==> src/logic/cpirq_regs.vh <==
// register offsets, field positions and reset values of the protection irq block
`ifndef CPIRQ_REGS_VH
`define CPIRQ_REGS_VH

// ---------------------------------------------
// offsets
// ---------------------------------------------
`define CPIRQ_OFF_ENABLES   8'hC6
`define CPIRQ_OFF_STATUS    8'hC7
`define CPIRQ_OFF_IDENT0    8'hF0
`define CPIRQ_OFF_IDENT1    8'hF1
`define CPIRQ_OFF_IDENT2    8'hF2
`define CPIRQ_OFF_IDENT3    8'hF3
`define CPIRQ_OFF_IDENT4    8'hF4
`define CPIRQ_OFF_IDENT5    8'hF5

// ---------------------------------------------
// bit positions (status and enables share them)
// ---------------------------------------------
`define CPIRQ_BIT_GLOBAL    0
`define CPIRQ_BIT_PASS      1
`define CPIRQ_BIT_FAIL      2
`define CPIRQ_BIT_KSV       3
`define CPIRQ_BIT_LIST      4
`define CPIRQ_BIT_RXINT     5
`define CPIRQ_BIT_DETECT    6
`define CPIRQ_BIT_INDACC    7

// ---------------------------------------------
// reset value and source field range
// ---------------------------------------------
`define CPIRQ_RST_BYTE      8'h00
`define CPIRQ_SRC_MSB       7
`define CPIRQ_SRC_LSB       1

`endif

==> src/logic/cpirq_flag.v <==
// one sticky status flag with set-over-clear
module cpirq_flag (
    clk,
    resetn,
    set_pulse,
    clr_pulse,
    flag
);
    input  wire clk;
    input  wire resetn;
    input  wire set_pulse;
    input  wire clr_pulse;
    output reg  flag;

    // set wins so no event is lost during a read
    always @(posedge clk) begin
        if (!resetn)
            flag <= 1'b0;
        else if (set_pulse)
            flag <= 1'b1;
        else if (clr_pulse)
            flag <= 1'b0;
    end
endmodule // cpirq_flag

==> src/logic/cpirq_status.v <==
// protection irq status, enables and identification bytes
module cpirq_status #(
    // identification values are arbitrary, only chosen to tell the bytes apart
    parameter [7:0] IDENT_0       = 8'h41, // arbitrary value
    parameter [7:0] IDENT_1       = 8'h4A, // arbitrary value
    parameter [7:0] IDENT_CAPABLE = 8'h43, // arbitrary value
    parameter [7:0] IDENT_PLAIN   = 8'h44, // arbitrary value
    parameter [7:0] IDENT_3       = 8'h45, // arbitrary value
    parameter [7:0] IDENT_4       = 8'h46, // arbitrary value
    parameter [7:0] IDENT_5       = 8'h47  // arbitrary value
) (
    input  wire       clk,
    input  wire       resetn,
    input  wire       protect_capable,
    input  wire       ev_list_ready,
    input  wire       ev_key_vector_ready,
    input  wire       ev_verification_fail,
    input  wire       ev_verification_pass,
    input  wire       ev_downstream_request,
    input  wire       ev_receiver_detect,
    input  wire       ev_indirect_done,
    input  wire [7:0] reg_addr,
    input  wire       reg_wr,
    input  wire       reg_rd,
    input  wire [7:0] reg_wdata,
    output reg  [7:0] reg_rdata,
    output wire       irq
);
    `include "cpirq_regs.vh"

    // ---------------------------------------------
    // address decode
    // ---------------------------------------------
    // one compare shared by the write and clear paths
    function addr_is (
        input [7:0] addr,
        input [7:0] offset
    );
        addr_is = (addr == offset);
    endfunction

    // masked or of the source flags against their enables
    function any_enabled (
        input [7:1] flags,
        input [7:1] gates
    );
        any_enabled = |(flags & gates);
    endfunction

    wire       enables_wr;
    wire       status_rd;
    assign enables_wr = reg_wr && addr_is(reg_addr, `CPIRQ_OFF_ENABLES);
    assign status_rd  = reg_rd && addr_is(reg_addr, `CPIRQ_OFF_STATUS);

    // ---------------------------------------------
    // enables
    // ---------------------------------------------
    reg  [7:0] protect_irq_enables_r;
    reg  [7:0] protect_irq_enables_nxt;
    always @* begin
        protect_irq_enables_nxt = protect_irq_enables_r;
        if (enables_wr) begin
            protect_irq_enables_nxt = reg_wdata;
        end
    end

    always @(posedge clk) begin
        if (!resetn) begin
            protect_irq_enables_r <= `CPIRQ_RST_BYTE;
        end else begin
            protect_irq_enables_r <= protect_irq_enables_nxt;
        end
    end

    // ---------------------------------------------
    // per-source enable fields
    // ---------------------------------------------
    wire       global_gate;
    wire       verification_pass_gate;
    wire       verification_failure_gate;
    wire       key_vector_ready_gate;
    wire       list_ready_gate;
    wire       downstream_request_gate;
    wire       receiver_detect_gate;
    wire       indirect_access_done_gate;
    assign global_gate               = protect_irq_enables_r[`CPIRQ_BIT_GLOBAL];
    assign verification_pass_gate    = protect_irq_enables_r[`CPIRQ_BIT_PASS];
    assign verification_failure_gate = protect_irq_enables_r[`CPIRQ_BIT_FAIL];
    assign key_vector_ready_gate     = protect_irq_enables_r[`CPIRQ_BIT_KSV];
    assign list_ready_gate           = protect_irq_enables_r[`CPIRQ_BIT_LIST];
    assign downstream_request_gate   = protect_irq_enables_r[`CPIRQ_BIT_RXINT];
    assign receiver_detect_gate      = protect_irq_enables_r[`CPIRQ_BIT_DETECT];
    assign indirect_access_done_gate = protect_irq_enables_r[`CPIRQ_BIT_INDACC];

    // ---------------------------------------------
    // sticky source flags
    // ---------------------------------------------
    // a status read clears all seven; an event on the same edge still lands
    wire       verification_pass_flag;
    wire       verification_failure_flag;
    wire       key_vector_ready_flag;
    wire       list_ready_flag;
    wire       downstream_request_flag;
    wire       receiver_detect_flag;
    wire       indirect_access_done_flag;

    cpirq_flag u_pass_flag (
        .clk       (clk),
        .resetn    (resetn),
        .set_pulse (ev_verification_pass),
        .clr_pulse (status_rd),
        .flag      (verification_pass_flag)
    );

    cpirq_flag u_fail_flag (
        .clk       (clk),
        .resetn    (resetn),
        .set_pulse (ev_verification_fail),
        .clr_pulse (status_rd),
        .flag      (verification_failure_flag)
    );

    cpirq_flag u_key_flag (
        .clk       (clk),
        .resetn    (resetn),
        .set_pulse (ev_key_vector_ready),
        .clr_pulse (status_rd),
        .flag      (key_vector_ready_flag)
    );

    cpirq_flag u_list_flag (
        .clk       (clk),
        .resetn    (resetn),
        .set_pulse (ev_list_ready),
        .clr_pulse (status_rd),
        .flag      (list_ready_flag)
    );

    cpirq_flag u_down_flag (
        .clk       (clk),
        .resetn    (resetn),
        .set_pulse (ev_downstream_request),
        .clr_pulse (status_rd),
        .flag      (downstream_request_flag)
    );

    cpirq_flag u_detect_flag (
        .clk       (clk),
        .resetn    (resetn),
        .set_pulse (ev_receiver_detect),
        .clr_pulse (status_rd),
        .flag      (receiver_detect_flag)
    );

    cpirq_flag u_access_flag (
        .clk       (clk),
        .resetn    (resetn),
        .set_pulse (ev_indirect_done),
        .clr_pulse (status_rd),
        .flag      (indirect_access_done_flag)
    );

    // ---------------------------------------------
    // global flag and irq line
    // ---------------------------------------------
    wire [7:1] source_flags;
    wire [7:1] source_gates;
    wire       global_flag;
    wire [7:0] protect_irq_status;
    assign source_flags[`CPIRQ_BIT_PASS]   = verification_pass_flag;
    assign source_flags[`CPIRQ_BIT_FAIL]   = verification_failure_flag;
    assign source_flags[`CPIRQ_BIT_KSV]    = key_vector_ready_flag;
    assign source_flags[`CPIRQ_BIT_LIST]   = list_ready_flag;
    assign source_flags[`CPIRQ_BIT_RXINT]  = downstream_request_flag;
    assign source_flags[`CPIRQ_BIT_DETECT] = receiver_detect_flag;
    assign source_flags[`CPIRQ_BIT_INDACC] = indirect_access_done_flag;
    assign source_gates[`CPIRQ_BIT_PASS]   = verification_pass_gate;
    assign source_gates[`CPIRQ_BIT_FAIL]   = verification_failure_gate;
    assign source_gates[`CPIRQ_BIT_KSV]    = key_vector_ready_gate;
    assign source_gates[`CPIRQ_BIT_LIST]   = list_ready_gate;
    assign source_gates[`CPIRQ_BIT_RXINT]  = downstream_request_gate;
    assign source_gates[`CPIRQ_BIT_DETECT] = receiver_detect_gate;
    assign source_gates[`CPIRQ_BIT_INDACC] = indirect_access_done_gate;

    assign global_flag = any_enabled(source_flags, source_gates);
    assign protect_irq_status[`CPIRQ_BIT_GLOBAL] = global_flag;
    assign protect_irq_status[`CPIRQ_SRC_MSB:`CPIRQ_SRC_LSB] = source_flags;
    // global enable only gates the pin, so software can still poll bit 0
    assign irq = global_flag & global_gate;

    // ---------------------------------------------
    // read path
    // ---------------------------------------------
    wire [7:0] ident_byte_2;
    assign ident_byte_2 = protect_capable ? IDENT_CAPABLE : IDENT_PLAIN;

    // captured on the clearing edge, so a read reports exactly what it clears
    reg  [7:0] rdata_nxt;
    always @* begin
        rdata_nxt = reg_rdata;
        if (reg_rd) begin
            case (reg_addr)
                `CPIRQ_OFF_ENABLES: rdata_nxt = protect_irq_enables_r;
                `CPIRQ_OFF_STATUS:  rdata_nxt = protect_irq_status;
                `CPIRQ_OFF_IDENT0:  rdata_nxt = IDENT_0;
                `CPIRQ_OFF_IDENT1:  rdata_nxt = IDENT_1;
                `CPIRQ_OFF_IDENT2:  rdata_nxt = ident_byte_2;
                `CPIRQ_OFF_IDENT3:  rdata_nxt = IDENT_3;
                `CPIRQ_OFF_IDENT4:  rdata_nxt = IDENT_4;
                `CPIRQ_OFF_IDENT5:  rdata_nxt = IDENT_5;
                default:            rdata_nxt = `CPIRQ_RST_BYTE;
            endcase
        end
    end

    always @(posedge clk) begin
        if (!resetn) begin
            reg_rdata <= `CPIRQ_RST_BYTE;
        end else begin
            reg_rdata <= rdata_nxt;
        end
    end
endmodule // cpirq_status

==> config.mk <==
export PLATFORM = sky130hd
export DESIGN_NAME = cpirq_status
export DESIGN_NICKNAME = d
export VERILOG_FILES = /design/src/logic/cpirq_flag.v /design/src/logic/cpirq_status.v
export VERILOG_INCLUDE_DIRS = /design/src /design/src/logic
export SDC_FILE = /design/constraint.sdc
export NUM_CORES = 1
export LEC_CHECK = 0
export BUFFER_PORTS_ARGS = -buffer_cell sky130_fd_sc_hd__buf_2
export CORE_MARGIN = 2
export CORE_UTILIZATION = 35
export CTS_CLUSTER_DIAMETER = 150
export DETAILED_ROUTE_END_ITERATION = 6
export PLACE_DENSITY = 0.6
export SYNTH_ARGS = -nofsm -noshare
export SYNTH_HDL_FRONTEND = slang
export SYNTH_SLANG_ARGS = --single-unit
export TNS_END_PERCENT = 100
==> constraint.sdc <==
create_clock -name clk -period 3.05 [get_ports clk]
set_clock_uncertainty 0.1 [all_clocks]
set_input_delay 0.4575 -clock clk [delete_from_list [all_inputs] [get_ports clk]]
set_output_delay 0.4575 -clock clk [all_outputs]
set_load 0.1 [all_outputs]
==> summary.txt, run 1 <==
Clock network
  – Hold_buf cts: 0
  – Clk Latency, worst-skew pair: just over 0.3 ns
  – Clock transition at path regs: between 0.1 and 0.15 ns
  – Root Driver: clkbuf_4
  – Resized cells post-CTS: 0
  – H-Tree Level Count: 1
  – Clk buf depth: 2
  – Sink Count: 23
  – Setup Buffers After CTS: 0
  – CTS tree: built
  – CTS Buf Count: 3

Die
  – Die height: between 60 and 70 um
  – I/O Pins: 37
  – Initial Util: 35.9%
  – Die ar.: around 0.0039 mm^2
  – Row cnt: 21
  – Core box area: 0.00331 mm^2
  – Die width: 62.3 um

Route
  – DRC viols: 0
  – Final wirelength: about 3 mm
  – Wire per inst: 13.6 um
  – Initial drt markers: 77
  – Routed vias: 1165
  – Antenna Violating Nets Remaining: 0
  – Vias/cell: 5.42
  – 1st-pass router iterations: 5

Placement
  – Placed Cells: 211
  – DP Wirelength: 2.21 mm
  – Port bufs: 36
  – Placer's final routability congestion estimate: about 0.80
  – DP Worst Slack: between 0.7 and 0.8 ns
  – Cell Area, Placed: 0.00138 mm^2

Yosys
  – Post-synth top area cell: dfxtp_1
  – Top cells by area, synth: dfxtp_1 (39%), nor2b_1 (6.8%), nand3_1 (5.9%), a21oi_2 (5.2%), a21boi_0 (5.1%)
  – Synth Area per Inst: between 8 and 9 um^2
  – Ys Warns: 0
  – Yosys reg bits: 23
  – Sequential fraction of the synthesis area: 38.7%
  – Share of the synthesized area in the top cell type: 38.7%
  – Distinct cells, synth: 36
  – Cells after synthesis: roughly 140
  – Synthesized area: 0.00119 mm^2
  – Post-synth net total: between 150 and 200

Power
  – Clk network pwr share: a little over a quarter
  – Sw Share: 26.2%
  – Combinational power share: approximately an eighth
  – Pwr/cell area: approximately 370 mW/mm^2
  – Tot Pwr: about 0.52 mW
  – Switching power: approximately 0.14 mW
  – P_int: a little under 0.4 mW
  – Max IR drop VDD: 0.212 mV
  – Leak: 0.517 nW
  – Sequential Power Share: roughly 60%

Critical path
  – CP required: 2.49 ns
  – R2R setup slack: approximately 1.7 ns
  – Worst path depth: 4
  – Startpoint of the worst setup timing path: u_access_flag.flag$_SDFFE_PN0P_
  – Worst Path Class, Setup: flop to primary output
  – CP endpoint: irq
  – Depth of the worst register-to-register path: 4
  – R2r startpoint: u_access_flag.flag$_SDFFE_PN0P_
  – Arrival time at the worst endpoint: roughly 1.7 ns
  – CP max stage delay: 0.38 ns
  – Reg2reg end: reg_rdata[0]$_SDFFE_PN0P_
  – Critical Path Sink Type: primary output
  – Slowest-stage cell, CP: a222oi_1
  – Crit path max fanout: 3
  – Critical Path Source Type: flop
  – Buffers and inverters on the worst path: 1
  – CP top delay family: compound AO/OA/AOI/OAI gates
  – Cells along the critical path: a222oi_1 > nand3_1 > and2_1 > buf_2

STA
  – Slew headroom: 63.3%
  – Final hold viol count: 0
  – Final hold slack: 0.265 ns
  – Setup violators final: 0
  – RSZ-0062 raised after global routing: no
  – Setup ws final: around 0.81 ns
  – Worst-margin pin slew: 0.548 ns
  – Setup TNS: 0 ns
  – Achievable Freq: 0.446 GHz
  – Fin crit period: 2.24 ns
  – Fin crit share: 73.6%
  – Final Max Slew Viols: 0

Run status
  – Status: completed

Final layout
  – Synthesis-to-layout area growth: 18.4%
  – Most frequent cells in the layout: buf_2 (36), dfxtp_1 (23), nand2_1 (15)
  – Biggest regs: protect_irq_enables_r (8), reg_rdata (8)
  – Utilization after layout: 42.5%
  – Fin cells: 215
  – Most common cell after layout, fill and taps aside: buf_2
  – Fin area: 0.00141 mm^2
  – Nets: 198
  – Share of layout cells above drive strength 1: 30.2%
  – Diodes inserted: 0

Worst hold path
  – Worst hold path type: input pin to flop

Flow run
  – Max Cap Violations: 0

Global route
  – First-pass GRT wire length: about 4.8 mm
  – All-Layer GR Usage: 15.3%
  – Antenna violations before repair: 0
  – Grt ovf: 0
  – Number of global-route vias before repair: 1011
  – Largest net degree at the start of global routing: 23
-- metal layers --
| layer | GRT usage, % | wire length, um | vias up |
|---|---|---|---|
| li1 | - | - | 568 |
| met1 | 22.4 | 1270 | 536 |
| met2 | 22.6 | 1320 | 59 |
| met3 | 3.62 | 321 | 2 |
| met4 | 4.17 | 18 | 0 |
| met5 | 0 | 0 | - |
-- power by group through the flow --
stage | Clock, mW | Sequential [mW] | Combinational [mW]
after detailed placement | 0 | 0.322 | 0.0663
after global placement | 0 | 0.322 | 0.0648
after floorplan | 0 | 0.325 | 0.0334
after global routing | 0.161 | 0.317 | 0.0727
after CTS | 0.146 | 0.316 | 0.0668
final | 0.140 | 0.316 | 0.0666
-- Yosys cell counts --
master	instances
a221oi_2	1
and4b_1	1
o21ai_0	5
buf_2	1
a32oi_1	1
clkbuf_1	5
a21boi_0	8
a21oi_2	7
mux2i_1	1
or2b_1	1
nor4_1	1
buf_6	2
nor2_1	5
nor4b_1	1
a22oi_1	7
and2_1	1
a21oi_1	2
a222oi_1	3
nor3_4	1
nand2_1	15
a21boi_1	3
nand2b_1	1
nand3b_1	1
nor2b_1	13
nand3_1	14
or4b_4	1
o211ai_1	1
or3_1	1
a31oi_1	3
dfxtp_1	23
nand4_1	1
inv_1	2
a211oi_1	1
mux2_2	1
nor3_1	1
o31ai_1	1
-- kinds of logic (layout without fill, tap and decap cells) --
logic type | Yosys count | count (layout) | share of synthesized area (%)
AND/OR/NAND/NOR | 59 | 59 | 27.5
AO/OA/AOI/OAI | 43 | 43 | 27.5
flip-flops | 23 | 23 | 38.7
buffers and inverters | 10 | 42 | 4.53
multiplexers | 2 | 2 | 1.79
-- how the worst min path moves through the flow --
| stage | end | slack, ns | startpoint | cells after the start |
|---|---|---|---|---|
| after floorplan | protect_irq_enables_r[5]$_SDFFE_PN0P_ | 0.34 | protect_irq_enables_r[5]$_SDFFE_PN0P_ | 2 |
| after global placement | protect_irq_enables_r[5]$_SDFFE_PN0P_ | 0.36 | protect_irq_enables_r[5]$_SDFFE_PN0P_ | 2 |
| after detailed placement | protect_irq_enables_r[0]$_SDFFE_PN0P_ | 0.37 | protect_irq_enables_r[0]$_SDFFE_PN0P_ | 2 |
| after CTS | u_list_flag.flag$_SDFFE_PN0P_ | 0.25 | ev_list_ready | 3 |
| after global routing | u_fail_flag.flag$_SDFFE_PN0P_ | 0.26 | ev_verification_fail | 3 |
| final | u_list_flag.flag$_SDFFE_PN0P_ | 0.26 | ev_list_ready | 3 |
-- area by class of cell --
type,instances,area [um^2]
Multi-Input combinational cell,104,674
Sequential cell,23,460
Timing Repair Buffer,36,180
Inverter,2,7.51
Tap cell,46,57.6
Clock buffer,3,22.5
Clock inverter,1,5.00
Fill cell,368,1900
-- tightest hold or removal path: cells and delay by family --
family,cells,cell delay [ns]
AOI/OAI and AO/OA,1,0.03
buffers and inverters,1,0.08
and+or+nand+nor,1,0.09
(Power assumes the default switching activity.)
==> run 2: changes to the inputs <==
- PLACE_DENSITY: 0.6 -> 0.62
- clock period: 3.05 -> 2 ns (I/O delays scaled with it)
==> summary.txt, run 2 (synthesis results as in run 1) <==
Power
  – Sequential Power Share: 60.1% (-0.3 points)
  – Sw Share: 25.4% (-0.80 points)
  – Leak: 0.559 nW (+8.1%)
  – Clk network pwr share: 26.1% (-0.7 points)
  – Tot Pwr: 0.801 mW (+53%)
  – Max IR drop VDD: 0.222 mV (+4.9%)
  – Pwr/cell area: 539 mW/mm^2 (+45%)
  – P_int: 0.598 mW (+55%)
  – Switching power: 0.204 mW (+49%)
  – Combinational power share: 13.8% (+1.1 points)

STA
  – Fin crit share: a little over nine tenths
  – RSZ-0062 raised after global routing: yes
  – Final hold viol count: 0 (unchanged)
  – Worst-margin pin slew: 0.482 ns (-0.0661 ns)
  – Setup TNS: 0 ns (unchanged)
  – Fin crit period: 1.90 ns
  – Slew headroom: 67.7% (+4.3 points)
  – Achievable Freq: between 0.5 and 0.6 GHz
  – Setup violators final: 0 (unchanged)
  – Final hold slack: 0.123 ns (-0.142 ns)
  – Final Max Slew Viols: 0 (unchanged)

Final layout
  – Biggest regs: protect_irq_enables_r (8), reg_rdata (8)
  – Utilization after layout: 44.9% (+2.4 points)
  – Share of layout cells above drive strength 1: 34.5% (+4.3 points)
  – Seq. cell area: 463 um^2 (+0.54%)
  – Diodes inserted: 0 (unchanged)
  – Number of fill cells in the layout: 344 (-6.5%)
  – Nets: 206 (+4.0%)
  – Synthesis-to-layout area growth: 25.1%
  – Area of the multi-input gates: 677 um^2 (+0.37%)
  – Most frequent cells in the layout: buf_2 (35), dfxtp_1 (21), nand2_1 (15)
  – Most common cell after layout, fill and taps aside: buf_2

Critical path
  – Cells along the critical path: a222oi_1 > nand3_1 > and2_4 > buf_12
  – Crit path max fanout: 3 (unchanged)
  – Critical Path Source Type: flop
  – Slowest-stage cell, CP: dfxtp_2
  – Arrival time at the worst endpoint: 1.50 ns (-0.19 ns)
  – CP required: 1.60 ns (-0.89 ns)
  – Buffers and inverters on the worst path: 1 (unchanged)
  – Depth of the worst register-to-register path: 4 (unchanged)
  – CP max stage delay: 0.35 ns (-0.03 ns)
  – CP top delay family: flip-flops
  – Critical Path Sink Type: primary output
  – Worst Path Class, Setup: flop to primary output
  – Worst path depth: 4 (unchanged)

Die
  – Core box area: 0.00331 mm^2 (unchanged)
  – Die ar.: 0.00388 mm^2 (unchanged)
  – Initial Util: 35.9% (unchanged)
  – Die width: 62.3 um (unchanged)
  – Row cnt: 21 (unchanged)
  – Die height: 62.3 um (unchanged)
  – I/O Pins: 37 (unchanged)

Global route
  – Antenna violations before repair: 0 (unchanged)
  – First-pass GRT wire length: 4.97 mm (+3.1%)
  – Largest net degree at the start of global routing: 22 (-4.3%)
  – All-Layer GR Usage: 16.0% (+0.62 points)
  – Grt ovf: 0 (unchanged)
  – Number of global-route vias before repair: 1070 (+5.8%)

Route
  – Final wirelength: 3.05 mm (+4.3%)
  – Antenna Violating Nets Remaining: 0 (unchanged)
  – Vias/cell: 5.28 (-2.6%)
  – 1st-pass router iterations: 4 (-1)
  – DRC viols: 0 (unchanged)
  – Initial drt markers: 99 (+29%)
  – Wire per inst: 13.7 um (+0.60%)
  – Routed vias: 1177 (+1.0%)

Clock network
  – H-Tree Level Count: 1 (unchanged)
  – Sink Count: 23 (unchanged)
  – CTS Buf Count: 3 (unchanged)
  – CTS tree: built
  – Clock transition at path regs: 0.13 ns (about the same)
  – Clk buf depth: 2 (unchanged)
  – Clk Latency, worst-skew pair: 0.30 ns (about the same)
  – Root Driver: clkbuf_4

Placement
  – Port bufs: 36 (unchanged)
  – Placer's final routability congestion estimate: 0.898 (+13%)
  – DP Wirelength: 2.28 mm (+3.1%)

Flow run
  – Max Cap Violations: 0 (unchanged)

Run status
  – Status: completed

Worst hold path
  – Worst hold path type: input pin to flop
  – Hold Path Cell Cnt: 3 (unchanged)
## run 2: path summary, 6_finish.rpt
path / startpoint / end / slack [ns]
worst min-delay path: ev_downstream_request / u_down_flag.flag$_SDFFE_PN0P_ / 0.12
worst max-delay path: u_access_flag.flag$_SDFFE_PN0P_ / irq / 0.10
worst min register to register: protect_irq_enables_r[6]$_SDFFE_PN0P_ / protect_irq_enables_r[6]$_SDFFE_PN0P_ / 0.39
worst max register to register: u_access_flag.flag$_SDFFE_PN0P_ / reg_rdata[0]$_SDFFE_PN0P_ / 0.67
## run 2: layout make-up
type	count	share of cell area (%)
clock buffer	4	1.77
sequential	23	31.1
inverter	2	0.505
multi-input combinational	104	45.5
tap	46	3.87
timing repair buffer	44	17.2
## run 2: metal layers
| metal | up-vias | wire length [um] | part of all wire [%] | GRT usage, % |
|---|---|---|---|---|
| li1 | 582 | - | - | - |
| met1 | 534 | 1360 | 45 | 20.7 |
| met2 | 55 | 1400 | 46 | 25.8 |
| met3 | 6 | 209 | 6.8 | 2.36 |
| met4 | 0 | 82 | 2.7 | 8.33 |
| met5 | - | 0 | 0 | 0 |
## run 2: stage by stage
stage	std cells	setup slack [ns]	instance area, um^2
final	223	0.104	1490
after global routing	223	-0.0490	1490
after CTS	222	0.0169	1460
after detailed placement	218	-0.0236	1430
after global placement	218	0.0239	1430
after floorplan	137	0.245	1190
## run 2: power groups by stage
stage	logic [mW]	registers [mW]	clock network, mW
2_1_floorplan	0.0509	0.496	0
3_3_place_gp	0.105	0.490	0
3_5_place_dp	0.108	0.491	0
4_1_cts	0.108	0.481	0.218
5_1_grt	0.120	0.483	0.237
6_report	0.111	0.481	0.209
## run 2: worst reg2reg max path: cells and delay by family, from the launching register on
kind / cells / cell delay (ns)
AO/OA/AOI/OAI: 3 / 0.63
flip-flops: 1 / 0.35
AND/OR/NAND/NOR: 1 / 0.16
## run 2: timing repair
item	4_1_cts	5_1_grt
hold buffers	0	0
setup buffers	0	1
resized for setup	1	6
setup endpoints to repair	1	1
pin swaps	0	3
==> run 3: changes to the inputs <==
- ABC_AREA: unset -> 1
==> summary.txt, run 3 <==
Run status
  – Status: completed

Final layout
  – Most frequent cells in the layout: nand2_1 (55), buf_2 (36), nand3_1 (25)
  – Share of layout cells above drive strength 1: 27.1% (-7.3 points)
  – Biggest regs: protect_irq_enables_r (8), reg_rdata (8)
  – Diodes inserted: 0 (unchanged)
  – Fin area: 0.00146 mm^2 (-1.9%)
  – Most common cell after layout, fill and taps aside: nand2_1
  – Synthesis-to-layout area growth: 20.2%
  – Nets: 250 (+21%)
  – Fin cells: 267 (+20%)

STA
  – Final Max Slew Viols: 0 (unchanged)
  – Fin crit period: 1.87 ns (-0.0260 ns)
  – Achievable Freq: 0.535 GHz (+1.4%)
  – Fin crit share: 93.5% (-1.3 points)
  – Slew headroom: 64.7% (-3.0 points)
  – Worst-margin pin slew: 0.527 ns (+0.0443 ns)
  – RSZ-0062 raised after global routing: no
  – Setup violators final: 0 (unchanged)
  – Setup TNS: 0 ns (unchanged)
  – Final hold viol count: 0 (unchanged)

Yosys
  – Count leader, synth: nand2_1
  – EDFF count, synth: 0 (unchanged)
  – Top cells by area, synth: dfxtp_1 (38%), nand2_1 (17%), nand3_1 (10%), a21oi_1 (7.8%), inv_1 (5.3%)
  – Post-synth top cells: nand2_1 (55), nand3_1 (25), dfxtp_1 (23)
  – Synth Area per Inst: 6.55 um^2 (-24%)
  – FFs w/ async S/R, synth: 0% (unchanged)
  – Ys Warns: 0 (unchanged)
  – Post-synth top area cell: dfxtp_1
  – Sequential fraction of the synthesis area: 38.0% (-0.76 points)
  – Yosys reg bits: 23 (unchanged)
  – Cells after synthesis: 185 (+35%)
  – Top_reg_cell synth: dfxtp_1
  – Synthesized area: 0.00121 mm^2 (+2.0%)
  – Distinct cells, synth: 20 (-44%)
  – Share of the synthesized area in the top cell type: 38.0% (-0.76 points)
  – Post-synth net total: 213 (+29%)

Route
  – Initial drt markers: 75 (-24%)
  – Vias/cell: 4.54 (-14%)
  – Wire per inst: 10.2 um (-25%)
  – DRC viols: 0 (unchanged)
  – Antenna Violating Nets Remaining: 0 (unchanged)
  – Final wirelength: 2.73 mm (-11%)
  – Routed vias: 1212 (+3.0%)
  – 1st-pass router iterations: 4 (unchanged)

Global route
  – First-pass GRT wire length: 4.69 mm (-5.7%)
  – Number of global-route vias before repair: 1110 (+3.7%)
  – Grt ovf: 0 (unchanged)
  – Antenna violations before repair: 0 (unchanged)
  – Largest net degree at the start of global routing: 19 (-14%)
  – All-Layer GR Usage: 14.5% (-1.4 points)

Critical path
  – Crit path max fanout: 3 (unchanged)
  – Critical Path Sink Type: primary output
  – CP required: 1.60 ns (about the same)
  – Worst Path Class, Setup: flop to primary output
  – Critical Path Source Type: flop
  – Arrival time at the worst endpoint: 1.47 ns (-0.03 ns)

Clock network
  – Sink Count: 23 (unchanged)
  – Hold_buf cts: 0 (unchanged)
  – Clk buf depth: 2 (unchanged)
  – Resized cells post-CTS: 0 (-1)
  – H-Tree Level Count: 1 (unchanged)
  – Root Driver: clkbuf_4
  – Clock transition at path regs: 0.13 ns (about the same)
  – CTS Buf Count: 3 (unchanged)
  – Clk Latency, worst-skew pair: 0.32 ns (+0.02 ns)
  – Setup Buffers After CTS: 0 (unchanged)
  – CTS tree: built

Die
  – Die height: 62.9 um (+0.93%)
  – I/O Pins: 37 (unchanged)
  – Die ar.: 0.00395 mm^2 (+1.9%)
  – Die width: 62.9 um (+0.93%)
  – Row cnt: 21 (unchanged)
  – Initial Util: 36.3% (+0.43 points)
  – Core box area: 0.00334 mm^2 (+0.79%)

Power
  – Sw Share: 26.6% (+1.2 points)
  – Leak: 0.735 nW (+32%)
  – P_int: 0.579 mW (-3.2%)
  – Max IR drop VDD: 0.286 mV (+29%)
  – Sequential Power Share: 60.7% (+0.6 points)
  – Pwr/cell area: 541 mW/mm^2 (+0.40%)
  – Clk network pwr share: 28.4% (+2.3 points)
  – Combinational power share: 10.8% (-3.0 points)
  – Switching power: 0.210 mW (+3.2%)

Placement
  – Placed Cells: 263 (+21%)
  – Port bufs: 36 (unchanged)
  – Cell Area, Placed: 0.00143 mm^2 (-0.35%)
  – Placer's final routability congestion estimate: 0.837 (-6.8%)
  – DP Wirelength: 2.14 mm (-6.0%)

Flow run
  – Max Cap Violations: 0 (unchanged)

Worst hold path
  – Worst hold path type: input pin to flop
run 3: cell count changes after synthesis, moves of 4 or more:
cell      change
a21boi_0      -8
nor2_1       +12
nor2_4        +4
a21oi_2       -5
nand3_1      +11
inv_1        +15
a22oi_1       -7
a21oi_1      +17
nor2b_1      -13
nand2_2       +7
nand2_1      +40
run 3: worst paths after layout:
kind                           startpoint                      endpoint  slack (ns)  cells after the start
max          u_key_flag.flag$_SDFFE_PN0P_                           irq        0.13                      5
min                   ev_key_vector_ready  u_key_flag.flag$_SDFFE_PN0P_        0.08                      3
max reg2reg  u_key_flag.flag$_SDFFE_PN0P_     reg_rdata[0]$_SDFFE_PN0P_        0.81                      8
min reg2reg     reg_rdata[6]$_SDFFE_PN0P_     reg_rdata[6]$_SDFFE_PN0P_        0.37                      2
run 3: kinds of logic after synthesis:
family	share of synthesized area, %
AND/OR/NAND/NOR	41.9
buffers and inverters	9.18
AO/OA/AOI/OAI	10.9
flip-flops	38.0
run 3: critical path, stage by stage (launching register included):
cell and delay (ns):
dfxtp_1 0.42, nand2_1 0.08, inv_1 0.05, nor2_1 0.06, a21oi_2 0.12, buf_2 0.43
run 3: stage by stage:
stage | util, % | hold slack (ns) | worst slack, ns | power (mW)
after floorplan | - | 0.298 | 0.220 | 0.535
after global placement | 42.8 | 0.354 | 0.504 | 0.575
after detailed placement | 42.8 | 0.356 | 0.488 | 0.575
after CTS | 43.7 | 0.0651 | 0.121 | 0.803
after global routing | 43.7 | 0.0629 | 0.0589 | 0.835
final | 43.7 | 0.0771 | 0.130 | 0.789
run 3: final cells by class:
type                            count  area [um^2]
Multi-Input combinational cell    136          644
Clock inverter                      1         7.51
Timing Repair Buffer               36          180
Clock buffer                        3         22.5
Tap cell                           46         57.6
Sequential cell                    23          460
Inverter                           22         85.1
Fill cell                         388         1880
run 3: power groups by stage:
stage	Combinational (mW)	Sequential, mW	Clock (mW)
after floorplan	0.0456	0.489	0
after global placement	0.0863	0.489	0
after detailed placement	0.0860	0.489	0
after CTS	0.0863	0.479	0.238
after global routing	0.0975	0.481	0.257
final	0.0854	0.479	0.224
run 3: routing by layer:
metal	part of all wire (%)	global-route usage, %	wire length [um]	vias up
li1	-	-	-	657
met5	0	0	0	-
met2	45	23.4	1230	36
met4	0	4.17	0	0
met1	50	19.3	1370	519
met3	4.7	3.60	128	0
